==> src/hw/mix_pkg.sv <==
package mix_pkg;
   // ==========================================================
   // operation codes presented by the core's decoder
   typedef enum logic [2:0] {
      MIX_OP_NONE     = 3'h0,
      MIX_OP_SUB_IMM  = 3'h1,
      MIX_OP_TBL_RD   = 3'h2,
      MIX_OP_LD_TMD   = 3'h3,
      MIX_OP_RD_TMD   = 3'h4,
      MIX_OP_XOR_FILE = 3'h5,
      MIX_OP_XOR_IMM  = 3'h6
   } mix_op_t;

   // ==========================================================
   // states, one-hot
   typedef enum logic [1:0] {
      MIX_ST_EXEC = 2'b01,
      MIX_ST_TBL2 = 2'b10
   } mix_state_t;

   // ==========================================================
   // widths, reset values, cycle counts
   localparam int          MIX_ROM_AW      = 11;
   localparam int          MIX_FILE_AW     = 6;
   localparam logic [7:0]  MIX_W_RST       = 8'h00;
   localparam logic [7:0]  MIX_TMD_RST     = 8'h00;
   localparam logic [5:0]  MIX_TDAT_RST    = 6'h00;
   localparam logic [2:0]  MIX_TPTR_RST    = 3'h0;
   localparam int          MIX_TBL_CYCLES  = 2;
   localparam int          MIX_ONE_CYCLE   = 1;
endpackage

==> src/hw/mix_exec.sv <==
// The implementer's own choices: the register addresses and the address-and-strobe port.
`timescale 1ns/1ps
// Functional notes
// - immediate minus W into W, flags Z, digit carry, C, one cycle
// - rom address is pointer bits 2..0 above W; low byte into W
// - upper six rom bits into table data 5..0, flags kept, two cycles
// - W copied into timer0 mode register in one cycle, flags kept
// - timer0 mode register copied into W, mode and flags kept
// - W xor file register 0..63; dest 0 to W, 1 to file
// - W xor immediate into W, only Z changes, one cycle
module mix_exec (
   input  wire logic                              i_clk_sys,
   input  wire logic                              i_rst_n,
   input  wire logic [2:0]                        i_op,
   input  wire logic                              i_op_valid,
   input  wire logic [7:0]                        i_imm,
   input  wire logic [mix_pkg::MIX_FILE_AW-1:0]   i_file_addr,
   input  wire logic                              i_dest,
   input  wire logic [7:0]                        i_file_rdata,
   input  wire logic [2:0]                        i_tbl_ptr_wdata,
   input  wire logic                              i_tbl_ptr_we,
   input  wire logic [13:0]                       i_rom_rdata,
   output logic      [mix_pkg::MIX_ROM_AW-1:0]    o_rom_addr,
   output logic                                   o_rom_rd,
   output logic      [mix_pkg::MIX_FILE_AW-1:0]   o_file_waddr,
   output logic      [7:0]                        o_file_wdata,
   output logic                                   o_file_we,
   output logic      [7:0]                        o_working_register,
   output logic      [7:0]                        o_timer0_mode_reg,
   output logic      [2:0]                        o_table_high_pointer,
   output logic      [5:0]                        o_table_high_data,
   output logic                                   o_zero_flag,
   output logic                                   o_digit_carry_flag,
   output logic                                   o_carry_flag,
   output logic                                   o_busy
);
   // ==========================================================
   // state
   // one packed record: the comb block fills nxt_r, the clocked block registers it
   typedef struct packed {
      mix_pkg::mix_state_t             st;

      logic [7:0]                      w;
      logic [7:0]                      tmd;
      logic [2:0]                      tptr;
      logic [5:0]                      tdat;
      logic                            z;
      logic                            dc;
      logic                            c;

      logic [mix_pkg::MIX_ROM_AW-1:0]  rom_addr;
      logic                            rom_rd;

      logic [mix_pkg::MIX_FILE_AW-1:0] fwaddr;
      logic [7:0]                      fwdata;
      logic                            fwe;
   } mix_reg_t;

   mix_reg_t r_ff;
   mix_reg_t nxt_r;

   // ==========================================================
   // datapath
   logic [8:0] sub_full;
   logic [4:0] sub_low;
   logic [7:0] xor_file;
   logic [7:0] xor_imm;

   // borrow-free when i >= w, so the ninth bit of i + ~w + 1 is carry
   assign sub_full = {1'b0, i_imm} + {1'b0, ~r_ff.w} + 9'h001;
   // low nibble carry, same inverted-borrow sense as the full carry
   assign sub_low  = {1'b0, i_imm[3:0]} + {1'b0, ~r_ff.w[3:0]} + 5'h01;
   // file operand arrives combinationally in the same cycle as the op
   assign xor_file = r_ff.w ^ i_file_rdata;
   assign xor_imm  = r_ff.w ^ i_imm;

   // ==========================================================
   // decode and result selects
   mix_pkg::mix_op_t                op_dec;
   logic                            op_take;
   logic                            sub_zero;
   logic                            fxor_zero;
   logic                            ixor_zero;
   logic [mix_pkg::MIX_ROM_AW-1:0]  tbl_addr;
   logic [7:0]                      rom_low;
   logic [5:0]                      rom_high;

   // results are formed once here so the case below only steers them
   // codes 0 and 7 decode to no operation
   assign op_dec    = mix_pkg::mix_op_t'(i_op);
   assign op_take   = i_op_valid && (r_ff.st == mix_pkg::MIX_ST_EXEC);
   assign sub_zero  = (sub_full[7:0] == 8'h00);
   assign fxor_zero = (xor_file == 8'h00);
   assign ixor_zero = (xor_imm == 8'h00);
   assign tbl_addr  = {r_ff.tptr, r_ff.w};
   assign rom_low   = i_rom_rdata[7:0];
   assign rom_high  = i_rom_rdata[13:8];

   // ==========================================================
   // next state
   always_comb begin
      // hold by default, so flags an op does not name keep their value
      nxt_r        = r_ff;
      nxt_r.fwe    = 1'b0;
      nxt_r.rom_rd = 1'b0;

      // pointer write runs beside any op; a table read issued now still sees the old pointer
      if (i_tbl_ptr_we) begin
         nxt_r.tptr = i_tbl_ptr_wdata;
      end

      unique case (r_ff.st)
         mix_pkg::MIX_ST_EXEC: begin
            if (op_take) begin
               case (op_dec)
                  mix_pkg::MIX_OP_NONE: begin
                     // idle slot from the decoder: nothing changes
                  end

                  mix_pkg::MIX_OP_SUB_IMM: begin
                     nxt_r.w  = sub_full[7:0];
                     nxt_r.z  = sub_zero;
                     nxt_r.c  = sub_full[8];
                     nxt_r.dc = sub_low[4];
                  end

                  mix_pkg::MIX_OP_TBL_RD: begin
                     nxt_r.rom_addr = tbl_addr;
                     nxt_r.rom_rd   = 1'b1;
                     nxt_r.st       = mix_pkg::MIX_ST_TBL2;
                  end

                  mix_pkg::MIX_OP_LD_TMD: begin
                     nxt_r.tmd = r_ff.w;
                  end

                  mix_pkg::MIX_OP_RD_TMD: begin
                     nxt_r.w = r_ff.tmd;
                  end

                  mix_pkg::MIX_OP_XOR_FILE: begin
                     nxt_r.z = fxor_zero;
                     if (i_dest) begin
                        // write-back is a one-cycle pulse toward the register file
                        nxt_r.fwaddr = i_file_addr;
                        nxt_r.fwdata = xor_file;
                        nxt_r.fwe    = 1'b1;
                     end else begin
                        nxt_r.w = xor_file;
                     end
                  end

                  mix_pkg::MIX_OP_XOR_IMM: begin
                     nxt_r.w = xor_imm;
                     nxt_r.z = ixor_zero;
                  end

                  default: begin
                     // code 7 has no op of its own; like code 0 it changes nothing
                  end
               endcase
            end
         end

         mix_pkg::MIX_ST_TBL2: begin
            // second cycle: rom word is back; ops offered now are refused with no sign
            nxt_r.w    = rom_low;
            nxt_r.tdat = rom_high;
            nxt_r.st   = mix_pkg::MIX_ST_EXEC;
         end

         default: begin
            // a corrupt state code falls back to execute instead of locking up
            nxt_r.st = mix_pkg::MIX_ST_EXEC;
         end
      endcase
   end

   // ==========================================================
   // registers
   always_ff @(posedge i_clk_sys) begin
      // synchronous reset: every field to its reset value
      if (!i_rst_n) begin
         r_ff.st       <= mix_pkg::MIX_ST_EXEC;

         r_ff.w        <= mix_pkg::MIX_W_RST;
         r_ff.tmd      <= mix_pkg::MIX_TMD_RST;
         r_ff.tptr     <= mix_pkg::MIX_TPTR_RST;
         r_ff.tdat     <= mix_pkg::MIX_TDAT_RST;
         r_ff.z        <= 1'b0;
         r_ff.dc       <= 1'b0;
         r_ff.c        <= 1'b0;

         r_ff.rom_addr <= '0;
         r_ff.rom_rd   <= 1'b0;
         r_ff.fwaddr   <= '0;
         r_ff.fwdata   <= 8'h00;
         r_ff.fwe      <= 1'b0;
      end else begin
         r_ff <= nxt_r;
      end
   end

   // ==========================================================
   // outputs, all from flip-flops
   assign o_rom_addr           = r_ff.rom_addr;
   assign o_rom_rd             = r_ff.rom_rd;

   assign o_file_waddr         = r_ff.fwaddr;
   assign o_file_wdata         = r_ff.fwdata;
   assign o_file_we            = r_ff.fwe;

   assign o_working_register   = r_ff.w;
   assign o_timer0_mode_reg    = r_ff.tmd;
   assign o_table_high_pointer = r_ff.tptr;
   assign o_table_high_data    = r_ff.tdat;

   assign o_zero_flag          = r_ff.z;
   assign o_digit_carry_flag   = r_ff.dc;
   assign o_carry_flag         = r_ff.c;
   // busy is the one-hot bit of the second table cycle
   assign o_busy               = r_ff.st[1];
endmodule

==> config.mk <==
export PLATFORM = sky130hd
export DESIGN_NAME = mix_exec
export DESIGN_NICKNAME = d
export VERILOG_FILES = /design/src/hw/mix_pkg.sv /design/src/hw/mix_exec.sv
export SDC_FILE = /design/constraint.sdc
export NUM_CORES = 1
export LEC_CHECK = 0
export ABC_AREA = 1
export BUFFER_PORTS_ARGS = -buffer_cell sky130_fd_sc_hd__buf_2
export CAP_MARGIN = 10
export CORE_MARGIN = 8
export CORE_UTILIZATION = 46
export DETAILED_ROUTE_END_ITERATION = 16
export HOLD_SLACK_MARGIN = 0.02
export PLACE_DENSITY = 0.85
export RECOVER_POWER = 50
export SYNTH_ARGS = -nofsm -noshare
export SYNTH_HDL_FRONTEND = slang
export SYNTH_SLANG_ARGS = --single-unit
==> constraint.sdc <==
create_clock -name i_clk_sys -period 1.74 [get_ports i_clk_sys]
set_input_delay 0.348 -clock i_clk_sys [delete_from_list [all_inputs] [get_ports i_clk_sys]]
set_output_delay 0.348 -clock i_clk_sys [all_outputs]
set_load 0.01 [all_outputs]
# == Yosys cells after proc, flatten, opt, wreduce, memory -nomap -nowiden ==
# Index checks and enable logic that the tools add are counted.
# totals
reg_bits,57
latch_bits,0
mem_bits_rw,0
romBits,0
input_bits,47
output_inout_bits,56
mem_count,0
# op_classes
n_addsub,4
mul,0
div_mod_pow,0
n_lt_le_gt_ge,0
eq_ne,11
shift,0
n_mux,8
bitwise_logic,4
reduce_logical,16
# ops
cell,count
$pmux 8 s4,1
$logic_not 8->1,3
$mux 16,1
$mux 8,2
$pmux 8 s2,1
$xor 8x8->8,2
$reduce_and 3->1,5
$reduce_and 4->1,3
$add 8x8->9,1
$add 9x1->9 const B,1
$eq 3x3->1 const B,3
$not 8->8,1
$eq 3x2->1 const B,2
$add 4x4->5,1
$add 5x1->5 const B,1
$ne 5x1->1 const B,1
$not 4->4,1
$reduce_and 2->1,2
$eq 3x1->1 const B,1
$ne 3x3->1 const B,1
$pmux 1 s3,1
$reduce_bool 3->1,1
$eq 2x1->1 const B,1
$eq 2x2->1 const B,1
4 further kinds,5

# == Longest topological paths before layout ==
# Gate-level depths: netlist of the first run.
# depth
ltp_word,6
mapped_depth,13
mapped_depth_nobuf,13

# == Worst setup path before layout of the first run ==
# OpenSTA, ideal clock, no wires.
# synth_path
path_type,reg2reg
start,"register r_ff, in the netlist o_working_register[0]"
end,"register r_ff, in the netlist o_zero_flag"
setup_ns,0.070
t_arrival_ns,1.611
required_time_ns,1.670
path_slack_ns,0.059
stages_incl_launch_ff,13
n_path_buf,0
period_less_slack_ns,1.681
path_cell_list,dfxtp_1 > ha_1 > inv_1 > fa_1 > nand2_1 > nand2_1 > nand3_1 > nand2_1 > nand2_1 > nand2_1 > nor2_1 > nand3_1 > a21oi_1
# synth_between
elab_chain_cells,5
word_cells_on_any_way,9
cone_classes,2 x add/sub; 1 x mux; 3 x bitwise; 3 x reduce/logical
# synth_lines
element,line_no,source
from (decl),mix_exec.sv:59,mix_reg_t r_ff;
from (signal assigned),mix_exec.sv:200,r_ff <= nxt_r;
$not 8->8,mix_exec.sv:70,"assign sub_full = {1'b0, i_imm} + {1'b0, ~r_ff.w} + 9'h001;"
$add 8x8->9,mix_exec.sv:70,
$add 9x1->9,mix_exec.sv:70,
$logic_not 8->1,mix_exec.sv:92,assign sub_zero = (sub_full[7:0] == 8'h00);
$pmux 1 s3 (*),mix_exec.sv:115,case (op_dec)
# Every way passes the cells marked *; elsewhere a longest branch is shown, timed or not.
# A chain may end at the register's enable or synchronous reset.

# == Worst setup path after layout of the first run ==
# Ends and elaborated chain as after synthesis.

==> results.md, run 1 <==
- The peak clock frequency supported by timing is 597 MHz.
- For this configuration, the core starts out at a cell density of 0.475.
- The antenna diode instance count is 0.
- The number of global-route vias before repair is 3088.
- The area growth from synthesis to layout is 21.8%.
- Across every metal layer, demand over resource in global routing totals 0.187.
- The leakage power is 1.82 nW.
- In this run the most critical hold path is launched from i_file_addr[0].
- After detailed routing, the average wire length per cell comes to 14.8 microns.
- Synthesis handed over a netlist of 447 instances.
- In this run the worst path has a maximum fanout of 2.
- The number of hold violations in the final report is 0.
- Wires add up to 9.39 mm.
- The root cell of the clock tree is clkbuf_8.
- The share of total power dissipated in combinational logic is 0.208.
- The total of buffers placed on input and output ports is 102.
- No sink is reached through more buffers than the 2 on the longest clock path.
- The worst setup slack after layout is 0.0661 ns.
- The power per cell area is 890 mW/mm^2.
- Of the cells placed in the final design, the portion with a size suffix greater than 1 is 0.259.
- Using the TritonRoute via totals, the vias-per-cell ratio works out to 4.96.
- Buffers inserted during clock tree synthesis total 9.
- Synthesis inferred 57 register bits.
- The die height is 100 microns.
- The number of antenna violations at the first check in global routing is 0.
- The net switching fraction of the power is 0.281.
- After floorplanning, the core was divided into 30 placement rows.
- Of the total power, the clock network draws 0.399.
- In this run the standard cell core region covers 0.00683 sq mm.
- For this run, the post-layout net count is 589.
- Clock latency on the worst-skew pair, taken at its later pin, is 0.33 ns.
- The pin count of the biggest net entering global routing is 32.
- The clock net in this run drives a total of 57 sinks.
- The worst register-to-register path ends at o_zero_flag$_SDFFE_PN0P_.
- Leaving out fill and tap cells, the most frequent cells in the layout are nor2_1, o21ai_0, buf_2, dfxtp_1, nand2_1.
- The global-route met3 utilization is 0.0651.
- In this run the number of H-tree levels came out at 3.
- The TritonCTS clock tree is built.
- The arrival time at the worst endpoint is 1.94 ns.
- In this run the register-to-register setup slack is 0.07 ns.
- For this run the aggregate overflow at the end of global routing stands at 0.
- The analysis attributes to net switching a power of 0.988 mW.
- The Yosys warning count is 0.
- The worst-case setup slack after placement is -0.178 ns.
- The startpoint of the worst-slack reg-to-reg timing path is o_working_register[0]$_SDFFE_PN0P_.
- The transition time of the tightest slew-check pin is 0.417 ns.
- The kind of critical path is reg -> reg.
- For met1 alone, demand over resource in global routing was 0.213.
- The library cell used most frequently in the layout, excluding fill and tap cells, is nor2_1.
- During I/O placement, the number of pins put on the boundary was 103.
- After the first detailed-routing iteration, the DRC count stood at 153.
- Dividing the synthesized area by the synthesized cell count gives 7.26 sq um.
- The floorplan step defined a die boundary enclosing 0.0100 sq mm.
- The filler cells instantiated in the layout total 673.
- The element type at the critical path end is a flop.
- The final setup violation count is 0.
- The die extent in x is 100 microns.
- The class of the tightest hold or removal check is in -> reg.
- The final weighted congestion in routability-driven placement is 0.908.
- Of the synthesized area, sequential elements account for 0.351.
- The run finished with clean final reports.
- The mapped cell area is 0.00325 sq mm.
- The peak supply drop is 0.554 mV.
- The max-slew headroom at the worst pin is 0.720.
- The max-slew violation total from the final report is 0.
- In the finished design, the share of the clock period the worst path needs comes to 0.962.
- STA classifies the critical path startpoint as a flop.
- At the end of the flow the core is filled with cells to 0.579.
- The shortest period the worst path allows is 1.67 ns.
- The tool flagged a number of max-cap violations equal to 0.
- Clock skew on the completed layout was measured at 0.00609 ns.
- Along the worst hold path, the cell count comes to 3.
- The distinct cell type count after synthesis is 33.
- The first global-routing pass estimated 14.9 mm of wire.
- The total via count after detailed routing is 3137.
- The detail route stage leaves a number of antenna-violating nets equal to 0.
- For the worst setup path, the data required time is 2.00 ns.
- The HPWL after detailed placement is 7.50 mm.
- Setup repair after global routing could not meet its margin everywhere.
- The number of nets produced by synthesis is 504.
- For this run, global-route usage on met2 was measured as 0.304.
- The most utilized layer in the global route result is met2.
- The first detailed-routing pass ran for 6 iterations.
- The DRC violation count after routing is 0.
- The internal portion of total power is 2.53 mW.
- The flip-flop count of the largest register after layout is 11.
- The terminating pin of the worst hold path is o_file_waddr[0]$_SDFFE_PN0P_.
- Clock-pin slew was measured on the worst setup and hold paths at 0.07 ns.
- The cell depth of the worst flop-to-flop path is 10.
- Of the total power, registers draw 0.393.
==> stage by stage <==
step / instance area (sq um) / power, mW / TNS (ns) / hold WS [ns] / cells
6_report: 3950 / 3.52 / 0 / 0.239 / 633
4_1_cts: 3930 / 3.50 / 0 / 0.223 / 632
3_5_place_dp: 3700 / 2.10 / -0.592 / 0.474 / 616
5_1_grt: 3950 / 3.69 / -0.0390 / 0.222 / 633
2_1_floorplan: 3250 / 1.84 / 0 / 0.472 / 447
3_3_place_gp: 3700 / 2.09 / -0.313 / 0.471 / 616
==> synthesized netlist by cell type, drive strengths merged <==
cell | n | share of area
nor2 | 69 | 0.085
o21ai | 62 | 0.096
nand2 | 59 | 0.071
dfxtp | 57 | 0.35
buf | 54 | 0.12
inv | 43 | 0.050
a21oi | 42 | 0.068
nand3 | 14 | 0.023
ha | 9 | 0.035
mux2i | 7 | 0.022
clkbuf | 6 | 0.0069
xnor2 | 6 | 0.016
o211ai | 5 | 0.013
nor3 | 4 | 0.013
nand4 | 2 | 0.0039
xor2 | 2 | 0.0054
a21o | 1 | 0.0023
a31oi | 1 | 0.0019
clkinv | 1 | 0.0012
fa | 1 | 0.0062
o2111ai | 1 | 0.0027
o311ai | 1 | 0.0027
==> power groups by stage <==
| stage | Clock (mW) | Sequential, mW | Combinational [mW] |
|---|---|---|---|
| final | 1.40 | 1.38 | 0.732 |
| after global routing | 1.49 | 1.39 | 0.813 |
| after CTS | 1.43 | 1.38 | 0.693 |
| after detailed placement | 0 | 1.41 | 0.688 |
| after global placement | 0 | 1.41 | 0.683 |
| after floorplan | 0 | 1.41 | 0.433 |
==> kinds of logic after synthesis <==
kind of cell,synth area share
DFF,0.351
AOI/OAI and AO/OA,0.187
muxes,0.0216
and+or+nand+nor,0.197
buffers and inverters,0.181
xor gates and xnor gates,0.0216
adders and majority gates,0.0408
==> worst max-delay path by stage <==
| stage | start | endpoint | cells past startpoint |
|---|---|---|---|
| 3_3_place_gp | i_imm[0] | o_zero_flag$_SDFFE_PN0P_ | 12 |
| 4_1_cts | o_working_register[0]$_SDFFE_PN0P_ | o_zero_flag$_SDFFE_PN0P_ | 10 |
| 6_report | o_working_register[0]$_SDFFE_PN0P_ | o_zero_flag$_SDFFE_PN0P_ | 10 |
| 2_1_floorplan | o_working_register[0]$_SDFFE_PN0P_ | o_zero_flag$_SDFFE_PN0P_ | 12 |
| 5_1_grt | o_working_register[0]$_SDFFE_PN0P_ | o_zero_flag$_SDFFE_PN0P_ | 10 |
| 3_5_place_dp | i_imm[0] | o_zero_flag$_SDFFE_PN0P_ | 14 |
==> cell type report <==
cell class,count,area [sq um],area share
tap,96,120,0.0304
multi-input combinational,286,1590,0.403
inverter,44,165,0.0418
sequential,57,1140,0.289
clock buffer,11,151,0.0383
clock inverter,5,77.6,0.0196
timing repair buffer,134,706,0.178
==> per-layer routing <==
metal	part of all wire	vias up
met2	0.45	136
met1	0.43	1388
met5	0	-
met3	0.084	28
met4	0.039	0
li1	-	1585
==> timing repair <==
action                                  4_1_cts  5_1_grt
hold buffers                                  0        0
endpoints found under the setup margin        2        5
gates resized for setup                       2       21
pin swaps                                     1        0
buffers inserted                              0        1
==> worst max-delay path, stage by stage (launching register included) <==
cell and delay, ns:
dfxtp_2 0.34, ha_4 0.15, inv_2 0.04, fa_2 0.43, nor2_1 0.11, nand2_1 0.07, nor2_2 0.10, nand3_1 0.08
nor2_1 0.08, nand3_1 0.08, a21oi_1 0.12
Power figures use the tool's default switching activity.
==> run 2, diff against run 1 <==
--- a/config.mk
+++ b/config.mk
@@ -12,7 +12,7 @@
 export CORE_UTILIZATION = 46
 export DETAILED_ROUTE_END_ITERATION = 16
 export HOLD_SLACK_MARGIN = 0.02
-export PLACE_DENSITY = 0.85
+export PLACE_DENSITY_LB_ADDON = 0.05
 export RECOVER_POWER = 50
 export SYNTH_ARGS = -nofsm -noshare
 export SYNTH_HDL_FRONTEND = slang
==> results.md, run 2 (synthesis gave the netlist of run 1 again) <==
- The root cell of the clock tree is clkbuf_8.
- The flip-flop count of the largest register after layout came to 11 (unchanged).
- The run finished with clean final reports.
- The detailed-routing iteration count for the pre-antenna-repair pass is 4 (-2).
- The clock transition at the registers of the reported paths came to 0.07 ns (about the same).
- The number of H-tree levels is 3 (unchanged).
- The post-CTS repair timing setup buffer count was 0 (unchanged).
- The leakage power is 1.85 nW (+1.6%).
- The internal portion of total power is 2.69 mW (+6.5%).
- The total die area is 0.0100 sq mm (unchanged).
- The antenna diode instance count came to 0 (unchanged).
- The clock buffer count from CTS was 9 (unchanged).
- The hold-fix buffer count after cts is 0 (unchanged).
- The total length of routed wires is 9.54 mm (+1.6%).
- The net switching fraction of the power is 0.270 (-0.0104).
- The peak supply drop is 0.546 mV (-1.4%).
- Leaving out fill and tap cells, the most frequent cell in the layout is nor2_1.
- The fraction of final layout cells sized beyond drive strength 1 was 0.243 (-0.0163).
- The final setup violation count is 0 (unchanged).
- The shortest period the worst path allows is 1.71 ns (+0.0353 ns).
- The number of hold violations in the final report is 0 (unchanged).
- The number of top-level pins is 103 (unchanged).
- The worst setup path is of the reg -> reg kind.
- The number of global-route vias before repair was 3106 (+0.58%).
- The part of the total power dissipated in sequential elements is 0.373 (-0.020).
- The DRC violation count after routing is 0 (unchanged).
- The worst-skew pair later-pin latency was 0.33 ns (about the same).
- TritonCTS built the clock tree.
- The area of the placeable core is 0.00683 sq mm (unchanged).
- The global-route wire length before repair is 15.5 mm (+4.0%).
- The worst setup path is captured at a flop.
- The clock network fraction of total power is 0.427 (+0.028).
- The synthesis-to-layout area growth is 23.5%.
- The final worst-path cycle share came to 0.982 (+0.0203).
- The maximum clock insertion buffer count is 2 (unchanged).
- The die height is 100 microns (unchanged).
- The post-route non-filler standard cell count came to 636 (+0.47%).
- The number of antenna violations at the first check in global routing is 0 (unchanged).
- The arrival time at the worst endpoint is 1.97 ns (+0.03 ns).
- The total global routing track utilization is 0.194 (+0.00623).
- The max-slew headroom at the worst pin was 0.716 (-0.00451).
- The class of the tightest hold or removal check is in -> reg.
- The net switching component of the power is 0.999 mW (+1.1%).
- The worst setup path is launched from a flop.
- The total congestion overflow after global routing is 0 (unchanged).
- The number of nets still failing antenna checks after routing is 0 (unchanged).
- The standard-cell row count is 30 (unchanged).
- The total of buffers placed on input and output ports is 102 (unchanged).
- The number of instances in the placed design is 620 (+0.65%).
- The final hold slack is 0.236 ns (-0.00329 ns).
- The total clock sinks is 57 (unchanged).
- The peak clock frequency supported by timing is 585 MHz (-2.1%).
- The portion of total power attributed to combinational logic is 0.199 (-0.009).
- The max-slew violation total from the final report is 0 (unchanged).
- Setup repair after global routing could not meet its margin everywhere.
- The routed via count divided by cell count is 4.83 (-2.6%).
- The required arrival time at the worst endpoint is 2.00 ns (about the same).
- The transition time of the tightest slew-check pin is 0.421 ns (+0.00442 ns).
- The clock skew is 0.00788 ns (+0.00178 ns).
- The number of nets at the end of the flow was 592 (+0.51%).
- The effective utilization at floorplan is 0.475 (unchanged).
- The violation count after the first detailed-routing iteration came to 113 (-26%).
- The routed length per placed instance is 15.0 microns (+1.1%).
- The number of maximum-capacitance violations is 0 (unchanged).
- The total via count after detailed routing is 3069 (-2.2%).
- The pin count of the biggest net entering global routing is 32 (unchanged).
- The maximum fanout count along the critical path came to 2 (unchanged).
- The post-layout utilization of the core is 0.587 (+0.00806).
- In the layout the commonest cells are nor2_1, o21ai_0, nand2_1, dfxtp_1, buf_2.
- The final weighted congestion in routability-driven placement is 0.945 (+4.1%).
- The power per cell area is 921 mW/mm^2 (+3.6%).
- The HPWL after detailed placement is 7.63 mm (+1.7%).
- The die extent in x is 100 microns (unchanged).
run 2: cell types whose count changed in the layout (fill, tap and decap cells not counted), moves of 2 or more:
cell	previous run	this run
nand2_1	53	56
nand2_2	5	2
buf_12	1	3
clkbuf_1	46	48
clkinv_2	2	0
inv_1	34	36
inv_2	9	7
run 2: layout make-up:
type,instances,area (sq um)
Timing Repair Buffer,137,749
Fill cell,695,2820
Sequential cell,57,1140
Inverter,44,165
Tap cell,96,120
Multi-Input combinational cell,286,1580
Clock buffer,12,155
Clock inverter,4,98.8
run 2: worst max-delay path, cell delays in order (launching register included):
cell and delay, ns:
dfxtp_2 0.33, ha_2 0.16, inv_1 0.06, fa_2 0.44, nor2_1 0.11, nand2_1 0.06, nor2_1 0.12, nand3_1 0.08
nor2_1 0.09, nand3_1 0.08, a21oi_1 0.12
run 2: what timing repair did:
action,CTS,global route
gates resized for setup,1,12
setup endpoints to repair,1,5
endpoints found under the hold margin,0,0
run 2: worst paths after layout:
| path | startpoint | cells past startpoint | slack, ns | endpoint |
|---|---|---|---|---|
| setup reg to reg | o_working_register[0]$_SDFFE_PN0P_ | 10 | 0.03 | o_zero_flag$_SDFFE_PN0P_ |
| hold reg to reg | o_table_high_pointer[0]$_SDFFE_PN0P_ | 2 | 0.51 | o_rom_addr[8]$_SDFFE_PN0P_ |
| hold / removal | i_rom_rdata[9] | 3 | 0.24 | o_table_high_data[1]$_SDFFE_PN0P_ |
| setup / recovery | o_working_register[0]$_SDFFE_PN0P_ | 10 | 0.03 | o_zero_flag$_SDFFE_PN0P_ |
run 2: per-stage QoR:
stage	setup TNS (ns)	area [sq um]	power, mW	setup slack (ns)
after floorplan	0	3250	1.84	0.0592
after global placement	-0.347	3750	2.12	-0.135
final	0	4010	3.69	0.0308
after global routing	-0.113	4010	3.87	-0.113
after CTS	0	4010	3.70	0.00120
after detailed placement	-0.549	3750	2.12	-0.165
run 2: power groups by stage:
stage	registers [mW]	logic (mW)	clock network (mW)
after floorplan	1.41	0.433	0
after global placement	1.41	0.712	0
after detailed placement	1.41	0.715	0
after CTS	1.38	0.719	1.61
after global routing	1.38	0.820	1.66
final	1.38	0.736	1.58
run 2: metal layers:
layer  track usage  vias up  part of all wire
met5             0        -                 0
met1         0.227     1384              0.45
li1              -     1596                 -
met3        0.0644        9             0.061
met4        0.0430        0             0.013
met2         0.332       80              0.48
